File: src/rtl/cssc_defines.vh
`ifndef CSSC_DEFINES_VH
`define CSSC_DEFINES_VH

// register port offsets
`define CSSC_ADDR_TRIM        4'h0
`define CSSC_ADDR_STATUS      4'h1
`define CSSC_ADDR_FUSES       4'h2
`define CSSC_ADDR_PRESCALE    4'h3

// source classes decoded from the select fuses
`define CSSC_SRC_EXT          3'h0
`define CSSC_SRC_RC4          3'h1
`define CSSC_SRC_RC8          3'h2
`define CSSC_SRC_WDOSC        3'h3
`define CSSC_SRC_XTAL         3'h4

// factory fuse image (zero means programmed)
`define CSSC_FUSE_SRC_DEFAULT 4'h2
`define CSSC_FUSE_SUT_DEFAULT 2'h2
`define CSSC_FUSE_DIV_DEFAULT 1'h0

// prescaler reset values
`define CSSC_PRESC_DIV8       4'h3
`define CSSC_PRESC_DIV1       4'h0

// wake-up counts in source clock cycles
`define CSSC_WAKE_SHORT       16'h0006
`define CSSC_WAKE_258         16'h0102
`define CSSC_WAKE_1K          16'h0400
`define CSSC_WAKE_16K         16'h4000
`define CSSC_RESET_CK         16'h000E

// watchdog oscillator time-out lengths in oscillator cycles
`define CSSC_WD_4K            17'h0_1000
`define CSSC_WD_64K           17'h1_0000

// reset delay selector
`define CSSC_RD_NONE          2'h0
`define CSSC_RD_4K            2'h1
`define CSSC_RD_64K           2'h2

// trim register
`define CSSC_TRIM_WIDTH       7
`define CSSC_TRIM_MAX         7'h7F
`define CSSC_TRIM_DEFAULT     8'h40

`endif

File: src/rtl/cssc_sync.v
`timescale 1ns/1ps
`default_nettype none

// two flop synchroniser for one level
module cssc_sync (
  // clock and reset
  input  wire clk,
  input  wire rst,
  // level in and out
  input  wire d,
  output wire q
);

  reg s1_reg; // first stage, read only by s2
  reg s2_reg; // second stage

  // shift through two stages
  always @(posedge clk or posedge rst) begin
    if (rst) begin
      s1_reg <= 1'b0;
      s2_reg <= 1'b0;
    end else begin
      s1_reg <= d;
      s2_reg <= s1_reg;
    end
  end

  assign q = s2_reg;

endmodule // cssc_sync

`default_nettype wire

File: src/rtl/cssc_decode.v
`timescale 1ns/1ps
`default_nettype none
`include "cssc_defines.vh"

// fuse field decoder: source class, crystal mode and delays
module cssc_decode (
  // fuse image, one means unprogrammed
  input  wire [3:0]  source_select_fuses,
  input  wire [1:0]  startup_select_fuses,
  // decoded results
  output reg  [2:0]  src_class,
  output wire [2:0]  xtal_mode,
  output reg  [15:0] wake_count,
  output reg  [1:0]  reset_delay,
  output reg         sut_reserved
);

  wire source_select_low_bit; // lowest select bit
  assign source_select_low_bit = source_select_fuses[0];
  assign xtal_mode = source_select_fuses[3:1];

  // class from the upper select bits
  always @* begin
    case (source_select_fuses[3:1])
      3'h0:    src_class = `CSSC_SRC_EXT;
      3'h1:    src_class = `CSSC_SRC_RC4;
      3'h2:    src_class = `CSSC_SRC_RC8;
      3'h3:    src_class = `CSSC_SRC_WDOSC;
      default: src_class = `CSSC_SRC_XTAL;
    endcase
  end

  // start-up figures per class and start-up code
  always @* begin
    wake_count   = `CSSC_WAKE_SHORT;
    reset_delay  = `CSSC_RD_NONE;
    sut_reserved = 1'b0;
    if (source_select_fuses[3]) begin
      // crystal table, eight rows by low bit and code
      case ({source_select_low_bit, startup_select_fuses})
        3'h0, 3'h1:       wake_count = `CSSC_WAKE_258;
        3'h2, 3'h3, 3'h4: wake_count = `CSSC_WAKE_1K;
        default:          wake_count = `CSSC_WAKE_16K;
      endcase
      case ({source_select_low_bit, startup_select_fuses})
        3'h0, 3'h3, 3'h6: reset_delay = `CSSC_RD_4K;
        3'h1, 3'h4, 3'h7: reset_delay = `CSSC_RD_64K;
        default:          reset_delay = `CSSC_RD_NONE;
      endcase
    end else begin
      // rc, watchdog osc and external share one table
      case (startup_select_fuses)
        2'h0:    reset_delay = `CSSC_RD_NONE;
        2'h1:    reset_delay = `CSSC_RD_4K;
        2'h2:    reset_delay = `CSSC_RD_64K;
        default: begin
          reset_delay  = `CSSC_RD_64K;
          sut_reserved = 1'b1;
        end
      endcase
    end
  end

endmodule // cssc_decode

`default_nettype wire

File: src/rtl/cssc_top.v
// The address map and the plain strobed port were chosen for this implementation.
`timescale 1ns/1ps
`default_nettype none
`include "cssc_defines.vh"

// start-up flow in brief:
//   reset holds the sequencer idle and shows the factory fuse image
//   first edge after release captures fuses, trim and prescaler
//   sequencer then counts fourteen source cycles
//   a non-zero reset delay adds whole watchdog oscillator periods
//   only then does core_run rise, in one step
//   power-down followed by a wake level restarts the source count
//   a wake restart never adds the watchdog delay
//
// counting detail:
//   COUNT is entered with the counter at zero and leaves when it
//   reaches the figure minus one, so the figure is met exactly
//   WDOG counts synchronised watchdog edges the same way
//   wake figures: 6 cycles for rc, watchdog osc and external,
//   258, 1K or 16K for the crystal table
//
// register map on the plain port:
//   trim      full byte, bits 6..0 reach the oscillator
//   status    read-only view of the sequencer
//   fuses     read-only copy of the captured fuse image
//   prescale  run-time divide select, low nibble only
//   all other offsets read zero and ignore writes
//
// hazards and limits:
//   fuses are treated as static; they are caught once, unsynchronised
//   the watchdog oscillator is slow and asynchronous, so only its
//   synchronised rising edges are counted, never its raw level
//   each watchdog oscillator level must last at least one clk period
//   a reserved start-up code on a non-crystal source falls back
//   to the longest delay and is flagged in the status byte
//   writes in the first cycle after reset are dropped, since the
//   capture step owns the trim and prescaler then
//   read data stand for one cycle only and read zero otherwise

module cssc_top (
  // clock and reset
  input  wire        clk,
  input  wire        rst,
  // non-volatile fuse image and calibration byte
  input  wire [3:0]  source_select_fuses,
  input  wire [1:0]  startup_select_fuses,
  input  wire        divide_by_eight_fuse,
  input  wire [7:0]  calib_byte,
  // watchdog oscillator clock, sampled as a pin
  input  wire        wd_osc_pin,
  // power-down wake request and sleep state
  input  wire        wake_req,
  input  wire        power_down,
  // asynchronous wake sources, active while peripheral clock halted
  input  wire        ext_irq_pin,
  input  wire        serial_start_pin,
  // register port
  input  wire [3:0]  reg_addr,
  input  wire [7:0]  reg_wdata,
  input  wire        reg_wr,
  input  wire        reg_rd,
  output reg  [7:0]  reg_rdata,
  // clock control outputs
  output wire        core_run,
  output wire        cpu_clk_en,
  output wire        flash_clk_en,
  output wire [2:0]  src_class,
  output wire [2:0]  xtal_mode,
  output wire [6:0]  trim_value,
  output wire [3:0]  prescaler_select,
  output wire        wd_clk_for_watchdog,
  output wire        async_wake
);

  // start-up state machine codes
  // binary codes; the status byte shows them as they are
  localparam ST_IDLE  = 2'h0; // latching fuses after reset
  localparam ST_COUNT = 2'h1; // counting source cycles
  localparam ST_WDOG  = 2'h2; // counting watchdog cycles
  localparam ST_RUN   = 2'h3; // core released

  reg  [1:0]  state_reg;       // start-up state
  reg  [1:0]  state_next;      // next start-up state
  reg  [15:0] ck_cnt_reg;      // source cycle counter
  reg  [15:0] ck_cnt_next;     // next source count
  reg  [16:0] wd_cnt_reg;      // watchdog cycle counter
  reg  [16:0] wd_cnt_next;     // next watchdog count
  reg  [16:0] wd_target_reg;   // latched watchdog length
  reg  [16:0] wd_target_next;  // next watchdog length
  reg  [7:0]  trim_reg;        // oscillator_trim register
  reg  [3:0]  presc_reg;       // run-time prescaler select
  reg  [3:0]  src_fuse_reg;    // fuses caught after reset
  reg  [1:0]  sut_fuse_reg;    // start-up fuses caught
  reg         div8_fuse_reg;   // divide fuse caught
  reg         loaded_reg;      // fuse capture done
  reg         from_reset_reg;  // current start-up came from reset
  reg         wd_prev_reg;     // last synchronised watchdog level
  reg         pd_prev_reg;     // last synchronised power-down level

  wire        wd_sync;         // synchronised watchdog osc
  wire        wake_sync;       // synchronised wake request
  wire        pd_sync;         // synchronised power-down
  wire        wd_tick;         // rising edge of watchdog osc
  wire [15:0] wake_count;      // decoded wake count
  wire [1:0]  reset_delay;     // decoded reset delay
  wire        sut_reserved;    // reserved start-up code seen

  // synchronisers for outside levels
  // the wake and power-down levels come from logic that runs while
  // this clock may be stopped, so they are treated as pins
  cssc_sync u_sync_wd (
    .clk (clk),
    .rst (rst),
    .d   (wd_osc_pin),
    .q   (wd_sync)
  );
  cssc_sync u_sync_wake (
    .clk (clk),
    .rst (rst),
    .d   (wake_req),
    .q   (wake_sync)
  );
  cssc_sync u_sync_pd (
    .clk (clk),
    .rst (rst),
    .d   (power_down),
    .q   (pd_sync)
  );

  // fuse decoder fed from the captured image
  // all start-up figures but the fixed 14-cycle reset count follow from the captured fuses alone
  cssc_decode u_decode (
    .source_select_fuses  (src_fuse_reg),
    .startup_select_fuses (sut_fuse_reg),
    .src_class            (src_class),
    .xtal_mode            (xtal_mode),
    .wake_count           (wake_count),
    .reset_delay          (reset_delay),
    .sut_reserved         (sut_reserved)
  );

  // watchdog length from decoded delay
  // zero length means no watchdog phase at all
  function [16:0] wd_len;
    input [1:0] sel;
    begin
      case (sel)
        `CSSC_RD_4K:  wd_len = `CSSC_WD_4K;
        `CSSC_RD_64K: wd_len = `CSSC_WD_64K;
        default:      wd_len = 17'h0_0000;
      endcase
    end
  endfunction

  // one-cycle pulse per watchdog oscillator period
  assign wd_tick = wd_sync & ~wd_prev_reg;

  // edge history of synchronised levels
  // wd_prev starts low, the same as the synchronised idle level,
  // so no false watchdog edge follows reset
  always @(posedge clk or posedge rst) begin
    if (rst) begin
      wd_prev_reg <= 1'b0;
      pd_prev_reg <= 1'b0;
    end else begin
      wd_prev_reg <= wd_sync;
      pd_prev_reg <= pd_sync;
    end
  end

  // fuse image caught once after reset release
  // the factory image stands in during reset so that the decoded
  // outputs show the shipped setting until capture
  always @(posedge clk or posedge rst) begin
    if (rst) begin
      src_fuse_reg  <= `CSSC_FUSE_SRC_DEFAULT;
      sut_fuse_reg  <= `CSSC_FUSE_SUT_DEFAULT;
      div8_fuse_reg <= `CSSC_FUSE_DIV_DEFAULT;
      loaded_reg    <= 1'b0;
    end else if (!loaded_reg) begin
      src_fuse_reg  <= source_select_fuses;
      sut_fuse_reg  <= startup_select_fuses;
      div8_fuse_reg <= divide_by_eight_fuse;
      loaded_reg    <= 1'b1;
    end
  end

  // start-up sequencer next state
  always @* begin
    state_next     = state_reg;
    ck_cnt_next    = ck_cnt_reg;
    wd_cnt_next    = wd_cnt_reg;
    wd_target_next = wd_target_reg;
    case (state_reg)
      ST_IDLE: begin
        // reset start: 14 cycles then watchdog delay
        // the decoder still sees the factory image in this cycle,
        // so the watchdog length is taken later, at the end of COUNT
        state_next     = ST_COUNT;
        ck_cnt_next    = 16'h0000;
        wd_cnt_next    = 17'h0_0000;
        wd_target_next = 17'h0_0000;
      end
      ST_COUNT: begin
        // count source cycles for reset or wake figure
        if ((from_reset_reg && ck_cnt_reg == `CSSC_RESET_CK - 16'h0001) ||
            (!from_reset_reg && ck_cnt_reg == wake_count - 16'h0001)) begin
          if (from_reset_reg && reset_delay != `CSSC_RD_NONE) begin
            // reset start with a watchdog delay: latch its length
            state_next     = ST_WDOG;
            wd_cnt_next    = 17'h0_0000;
            wd_target_next = wd_len(reset_delay);
          end else begin
            // wake start, or reset start with no extra delay
            state_next = ST_RUN;
          end
        end else begin
          // still counting
          ck_cnt_next = ck_cnt_reg + 16'h0001;
        end
      end
      ST_WDOG: begin
        // count watchdog oscillator edges
        if (wd_tick) begin
          if (wd_cnt_reg == wd_target_reg - 17'h0_0001) begin
            state_next = ST_RUN;
          end else begin
            wd_cnt_next = wd_cnt_reg + 17'h0_0001;
          end
        end
      end
      ST_RUN: begin
        // power-down then wake restarts the count
        if (pd_prev_reg && wake_sync) begin
          state_next  = ST_COUNT;
          ck_cnt_next = 16'h0000;
        end
      end
      default: begin
        state_next = ST_IDLE;
      end
    endcase
  end

  // sequencer registers
  // from_reset stays set from reset until the first wake restart
  always @(posedge clk or posedge rst) begin
    if (rst) begin
      state_reg      <= ST_IDLE;
      ck_cnt_reg     <= 16'h0000;
      wd_cnt_reg     <= 17'h0_0000;
      wd_target_reg  <= 17'h0_0000;
      from_reset_reg <= 1'b1;
    end else begin
      state_reg      <= state_next;
      ck_cnt_reg     <= ck_cnt_next;
      wd_cnt_reg     <= wd_cnt_next;
      wd_target_reg  <= wd_target_next;
      if (state_reg == ST_RUN && state_next == ST_COUNT) begin
        from_reset_reg <= 1'b0;
      end
    end
  end

  // trim and prescaler registers
  // the capture cycle loads both, so a write landing then is dropped;
  // after that software owns them until the next reset
  // trim is taken whole; only bits 6..0 reach the oscillator
  always @(posedge clk or posedge rst) begin
    if (rst) begin
      trim_reg  <= `CSSC_TRIM_DEFAULT;
      presc_reg <= `CSSC_PRESC_DIV8;
    end else if (!loaded_reg) begin
      trim_reg  <= calib_byte;
      // programmed (zero) fuse gives divide by eight
      presc_reg <= divide_by_eight_fuse ? `CSSC_PRESC_DIV1 : `CSSC_PRESC_DIV8;
    end else if (reg_wr) begin
      case (reg_addr)
        `CSSC_ADDR_TRIM:     trim_reg  <= reg_wdata;
        `CSSC_ADDR_PRESCALE: presc_reg <= reg_wdata[3:0];
        default:             trim_reg  <= trim_reg;
      endcase
    end
  end

  // read data, one cycle after strobe
  // status byte: bits 7..5 zero, bit 4 reserved start-up code,
  // bit 3 start-up came from reset, bit 2 core released,
  // bits 1..0 sequencer state
  // fuse byte: bit 6 divide fuse, bits 5..4 start-up, bits 3..0 source
  // the bus is returned to zero when no read is pending
  always @(posedge clk or posedge rst) begin
    if (rst) begin
      reg_rdata <= 8'h00;
    end else if (reg_rd) begin
      case (reg_addr)
        `CSSC_ADDR_TRIM:     reg_rdata <= trim_reg;
        `CSSC_ADDR_STATUS:   reg_rdata <= {3'h0, sut_reserved, from_reset_reg, core_run, state_reg};
        `CSSC_ADDR_FUSES:    reg_rdata <= {1'b0, div8_fuse_reg, sut_fuse_reg, src_fuse_reg};
        `CSSC_ADDR_PRESCALE: reg_rdata <= {4'h0, presc_reg};
        default:             reg_rdata <= 8'h00;
      endcase
    end else begin
      reg_rdata <= 8'h00;
    end
  end

  // outputs
  // core_run and the clock enables are decoded straight from the
  // state register, so they change on the same edge as the sequencer does
  // the cpu and flash enables drop as soon as power-down is seen
  assign core_run            = (state_reg == ST_RUN);
  assign cpu_clk_en          = core_run & ~pd_sync;
  assign flash_clk_en        = cpu_clk_en;
  assign trim_value          = trim_reg[6:0];
  assign prescaler_select    = presc_reg;
  assign wd_clk_for_watchdog = wd_osc_pin;
  // combinational wake, no clock needed while halted
  assign async_wake          = ext_irq_pin | serial_start_pin;

endmodule // cssc_top

`default_nettype wire

File: config.mk
export PLATFORM = sky130hd
export DESIGN_NAME = cssc_top
export DESIGN_NICKNAME = d
export VERILOG_FILES = /design/src/rtl/cssc_sync.v /design/src/rtl/cssc_decode.v /design/src/rtl/cssc_top.v
export VERILOG_INCLUDE_DIRS = /design/src /design/src/rtl
export SDC_FILE = /design/constraint.sdc
export NUM_CORES = 1
export LEC_CHECK = 0
export BUFFER_PORTS_ARGS = -buffer_cell sky130_fd_sc_hd__buf_2
export CAP_MARGIN = 5
export CORE_ASPECT_RATIO = 2
export CORE_MARGIN = 1.5
export CORE_UTILIZATION = 51
export DETAILED_ROUTE_END_ITERATION = 8
export PLACE_DENSITY = 0.74
export SYNTH_ARGS = -nofsm -noshare
export SYNTH_HDL_FRONTEND = slang
export SYNTH_SLANG_ARGS = --single-unit
export TNS_END_PERCENT = 10
File: constraint.sdc
create_clock -name clk -period 2.7 [get_ports clk]
set_clock_uncertainty 0.2 [all_clocks]
set_input_delay 0.54 -clock clk [delete_from_list [all_inputs] [get_ports clk]]
set_output_delay 0.54 -clock clk [all_outputs]
set_load 0.01 [all_outputs]
---- Word level (Yosys, flattened, before mapping) ----
Cells that the tools add are included.
word-level totals
  register bits ........................... 89
  input port bits ......................... 36
  output and inout port bits .............. 30
  word-level logic and storage cells ...... 122
operators by class
  add/subtract/negate cells ............... 4
  eq/ne operators ......................... 32
  mux-type cells .......................... 35
  bitwise logic cells ..................... 5
  reductions and logical operators ........ 26
operators with widths
  kind                                                  number
  2-to-1 mux 17 bit                                     6
  case mux 17 bit (2 select lines)                      2
  case mux 17 bit (3 select lines)                      1
  2-to-1 mux 16 bit                                     3
  case mux 16 bit (3 select lines)                      1
  2-to-1 mux 8 bit                                      4
  case mux 8 bit (4 select lines)                       1
  case mux 15 bit (2 select lines)                      1
  adder 17 x 1 -> 17 bit, second input constant         1
  equality test 17 bit                                  1
  subtractor 17 x 1 -> 17 bit, second input constant    1
  adder 16 x 1 -> 16 bit, second input constant         1
  equality test 16 bit                                  1
  equality test 16 x 4 -> 1 bit, second input constant  1
  subtractor 16 x 1 -> 16 bit, second input constant    1
  equality test 3 x 2 -> 1 bit, second input constant   4
  2-to-1 mux 2 bit                                      6
  2-to-1 mux 4 bit                                      3
  inequality test 2 bit, second input constant          6
  case mux 3 bit (4 select lines)                       1
  OR reduction 3 bit                                    4
  equality test 3 bit, second input constant            3
  equality test 2 x 1 -> 1 bit, second input constant   4
  equality test 2 bit, second input constant            4
  22 further kinds                                      41

---- Logic depth before layout (Yosys ltp) ----
  depth after elaboration ................. 12
  depth in mapped cells ................... 9
  gate-level depth less buffers ........... 8

---- Modules after synthesis ----
Synthesis repeated with hierarchy kept, for this count alone.
second synthesis, totals
  cells, all modules ...................... 496
  area, all modules ....................... 4559.4 um2
modules (own cells, without submodules)
  module       times used  cells an instance  area each (um2)  sequential area each (um2)
  cssc_top     1           448                4142.7           1709.1
  cssc_decode  1           39                 255.2            0.0
  cssc_sync    3           3                  53.8             50.0

---- Least setup slack after synthesis ----
OpenSTA, ideal clock, no wires.
  path type ............................... reg-to-reg
  start point ............................. register wd_cnt_reg[0]
  end point ............................... register wd_cnt_reg[8]
  setup time .............................. 0.126 ns
  data arrival time ....................... 1.964 ns
  required time ........................... 2.374 ns
  slack ................................... 0.409 ns
  cell stages (with the launch flop) ...... 8
  path buffers ............................ 0
  period minus slack after synthesis ...... 2.291 ns
  cells stage by stage .................... dfrtp_1 ha_1 nand4_1 or4_4 a21o_1 a21oi_2 nor3_1 a221o_1
between the ends
  word-level cells in the longest chain between the ends .. 4
  elaborated cells on any way between the ends .. 7
  those cells by class .................... 1 x add/sub; 2 x eq/ne; 3 x mux; 1 x reduce/logical
ends and longest elaborated chain
  item                              RTL line        text
  from (decl)                       cssc_top.v:86   reg [16:0] wd_cnt_reg;
  from (signal assigned)            cssc_top.v:257  wd_cnt_reg <= wd_cnt_next;
  adder 17 x 1 -> 17 bit            cssc_top.v:228  wd_cnt_next = wd_cnt_reg + 17'h0_0001;
  2-to-1 mux 17 bit                 cssc_top.v:225  if (wd_cnt_reg == wd_target_reg - 17'h0_0001) begin
  2-to-1 mux 17 bit                 cssc_top.v:224  if (wd_tick) begin
  case mux 17 bit (3 select lines)  cssc_top.v:194  case (state_reg)
Several ways; a longest one is shown, not always the timed one. The select of a mux whose other input is x is not followed.
A chain may end at the register's enable or synchronous reset.

---- Final worst setup path ----
  start point ............................. register src_fuse_reg[0]
  end point ............................... register ck_cnt_reg[10]
between the ends
  word-level cells in the longest chain between the ends .. 10
  elaborated cells on any way between the ends .. 15
  those cells by class .................... 1 x add/sub; 6 x eq/ne; 2 x mux; 6 x reduce/logical
ends and longest elaborated chain
  item                                                             RTL line          text
  from (decl)                                                      cssc_top.v:92     reg [3:0] src_fuse_reg;
  from (signal assigned)                                           cssc_top.v:176    src_fuse_reg <= `CSSC_FUSE_SRC_DEFAULT;
  from (signal assigned)                                           cssc_top.v:181    src_fuse_reg <= source_select_fuses;
  equality test 3 x 2 -> 1 bit (tied with other cells)             cssc_decode.v:40  case ({source_select_low_bit, startup_select_fuses})
  OR reduction 3 bit / OR reduction 2 bit (equally long branches)  cssc_decode.v:40
  case mux 15 bit (2 select lines) (*)                             cssc_decode.v:40
  2-to-1 mux 16 bit (*)                                            cssc_decode.v:38  if (source_select_fuses[3]) begin
  subtractor 16 x 1 -> 16 bit (*)                                  cssc_top.v:207    (!from_reset_reg && ck_cnt_reg == wake_count - 16'h0001)) begin
  equality test 16 bit (*)                                         cssc_top.v:207
  logical AND 1 bit (*)                                            cssc_top.v:207
  logical OR 1 bit (*)                                             cssc_top.v:206    if ((from_reset_reg && ck_cnt_reg == `CSSC_RESET_CK - 16'h0001) ||
  inequality test 2 bit (no source line) (*)                       --
  AND reduction 3 bit (no source line) (*)                         --
  to (signal assigned)                                             cssc_top.v:256    ck_cnt_reg <= ck_cnt_next;
  to (decl)                                                        cssc_top.v:84     reg [15:0] ck_cnt_reg;
Every way passes the cells marked *; elsewhere a longest branch is shown, timed or not.

==> results.yml <==
flow_run:
  drv_cap: 0
pwr:
  switching_power_mw: 0.851
  p_leak_nw: 2.18
  sw_frac_of_total_pct: 27.3
  p_clk_share_pct: 41.0
  power_density_nw_per_um2: 654
  comb_power_share_pct: 16.2
  power_mw: 3.12
  internal_power_mw: 2.26
  peakVddDrop_v: 0.000455
  pwr-share-seq_pct: 42.8
yosys:
  synth_cells: 412
  yosys.area_share.simple_pct: 21.3
  async_reset_ff_share_pct: 100
  yosys_register_bits: 74
  netlist_area_um2: 4030
  synth.avg_cell_area_um2: 9.78
  ys_types: 63
  synth_fp_nets: 451
  synth-main-ff-cell: "dfrtp_1"
  ys.warnings.count: 0
  synth_top_family_by_area: "simple AND/OR/NAND/NOR gates"
  synthAdderAreaFrac_pct: 0.931
  synth_compound_area_share_pct: 16.7
  synth_edf_count: 0
  synth-seq-area-share_pct: 46.1
  synth_mux_area_share_pct: 7.67
  synthXorXnorAreaFrac_pct: 1.52
grt:
  antenna_found_initial: 0
  grt_usage_pct: 25.8
  grt_max_degree: 28
  grt_pass1_wl_um: 16600
  grt_overflow: 0
  grt_pass1_vias: 3569
finish:
  layout_commonest_cell: "dfrtp_1"
  final_net_count: 512
  final_area_um2: 4760
  antenna_cells: 0
  drive_above_1_share_pct: 25.7
  final_util_pct: 62.6
  final_cell_mix: "dfrtp_1, buf_2, nand2_1, nor2_1, nand3_1"
  largest_reg_flops: 17
  syn_to_final_growth_pct: 18.1
floorplan:
  io_pins: 66
  core_um2: 7600
  die_w_um: 65.9
  fp-row-count: 45
  initial_utilization_pct: 53.0
  dieArea_um2: 8480
  die_h_um: 129
critical_path:
  worstPathMaxFanout: 11
  cp-end-kind: "register"
  critPathKind: "register to register"
  r2r_start: "src_fuse_reg[0]"
  r2r_slack_ns: 0.18
  start_kind: "register"
  r2r-end: "ck_cnt_reg[10]"
  r2r_cells: 6
  required_ns: 2.75
  arrival_ns: 2.57
sta:
  setup_viol: 0
  fmaxAchievable_mhz: 396
  slew_headroom_pct: 50.6
  hold_viol: 0
  rsz0062_at_grt: "false"
  worst_pin_slew_ns: 0.733
  tns_ns: 0
  fin_ws_ns: 0.176
  fin_crit_sh_pct: 93.5
  timing.final.crit_period_ns: 2.52
  final-max-slew-violation-count: 0
routing:
  dr.pass1.iters: 6
  wl_per_cell_um: 17.5
  final_antenna_net_count: 0
  drt_wl_total_um: 10000
  viasPerCell: 6.06
  drcViolationCount: 0
  drt_iter0_markers: 290
  vias: 3468
placement:
  post-dp-hpwl_um: 7720
  gp_congestion: 0.956
  place_area_um2: 4430
  post-place-ws_ns: 0.148
  io_buffers: 65
clocking:
  cts_buffers: 9
  cts_max_path_buffers: 2
  cts_tree: "built"
  htreeDepth: 3
  clk-insertion-delay-late_ns: 0.33
  cts_sinks: 74
  ctsRootBufferMaster: "clkbuf_16"
  path_clk_slew_ns: 0.06
outcome:
  status: "complete, no violations"
worst_hold_path:
  holdCritPathClass: "primary input to asynchronous set/reset pin"
## what timing repair did
action,4_1_cts,5_1_grt
hold buffers,0,0
endpoints found under the setup margin,0,1
setup buffers,0,1
gates resized for setup,0,0
## layer usage
layer	global-route usage [%]	routed length [um]	share of wire, %	vias up
li1	-	-	-	1639
met1	26.0	3540	35	1686
met5	0	0	0	-
met3	5.42	356	3.6	32
met2	46.9	5710	57	111
met4	15.4	399	4.0	0
## power by group through the flow
stage          clock (mW)  combinational (mW)  sequential [mW]
2_1_floorplan           0               0.387             1.31
3_3_place_gp            0               0.482             1.35
3_5_place_dp            0               0.497             1.35
4_1_cts              1.30               0.500             1.33
5_1_grt              1.34               0.562             1.35
6_report             1.28               0.503             1.33
## kinds of logic (layout without fill, tap and decap cells)
family                   Yosys count  count (layout)
flip-flops                        74              74
XOR/XNOR                           7               7
AND/OR/NAND/NOR                  159             159
adder cells (fa/ha/maj)            3               3
multiplexers                      25              25
AO/OA/AOI/OAI                    100             100
other                              1               1
buffers and inverters             43             109
## worst max-delay path: stages, from the launching register on
cell,delay [ns]
dfrtp_1,0.48
o21ai_0,0.35
nor3_1,0.14
o211a_1,0.24
a31o_1,0.31
or4_1,0.54
a21oi_1,0.18
## worst max-delay path by stage
| stage | start | end | slack (ns) | cells after the start |
|---|---|---|---|---|
| floorplan | rst | ck_cnt_reg[0] | 0.09 | 1 |
| global placement | sut_fuse_reg[1] | ck_cnt_reg[10] | 0.28 | 6 |
| detailed placement | sut_fuse_reg[1] | ck_cnt_reg[10] | 0.15 | 6 |
| CTS | sut_fuse_reg[1] | ck_cnt_reg[10] | 0.13 | 6 |
| global route | src_fuse_reg[0] | ck_cnt_reg[10] | 0.004 | 6 |
| finish | src_fuse_reg[0] | ck_cnt_reg[10] | 0.18 | 6 |
## Yosys cell counts, types with 5 or more instances
cell type / count / area share (%)
nand3_1: 20 / 2.5
nand4_1: 16 / 2.5
o211ai_1: 5 / 0.93
mux2i_1: 14 / 3.5
mux2_2: 7 / 2.0
buf_2: 5 / 0.62
o21ai_0: 13 / 1.6
dfstp_2: 6 / 3.9
dfrtp_1: 68 / 42
or3_1: 8 / 1.2
buf_4: 12 / 2.2
nand2_1: 35 / 3.3
and3_1: 7 / 1.1
o31ai_1: 5 / 0.93
nor2_1: 25 / 2.3
a31oi_1: 8 / 1.2
nor3_1: 8 / 0.99
nor2b_1: 9 / 1.4
inv_1: 11 / 1.0
clkbuf_1: 11 / 1.0
o21ai_1: 19 / 2.4
a21oi_1: 18 / 2.2
## area by class of cell
class / count / area [um2]
clock buffers: 11 / 243
well taps: 94 / 118
multi-input cells: 295 / 1940
inverters: 11 / 41.3
fillers: 640 / 2840
repair buffers: 82 / 478
flip-flops and latches: 74 / 1860
clock inverters: 5 / 78.8
## per-stage QoR
stage | hold slack, ns | std cells
6_report | 0.0897 | 572
5_1_grt | 0.111 | 572
4_1_cts | 0.0976 | 571
3_5_place_dp | 0.137 | 555
3_3_place_gp | 0.134 | 555
2_1_floorplan | 0.131 | 412
(Power assumes the default switching activity.)
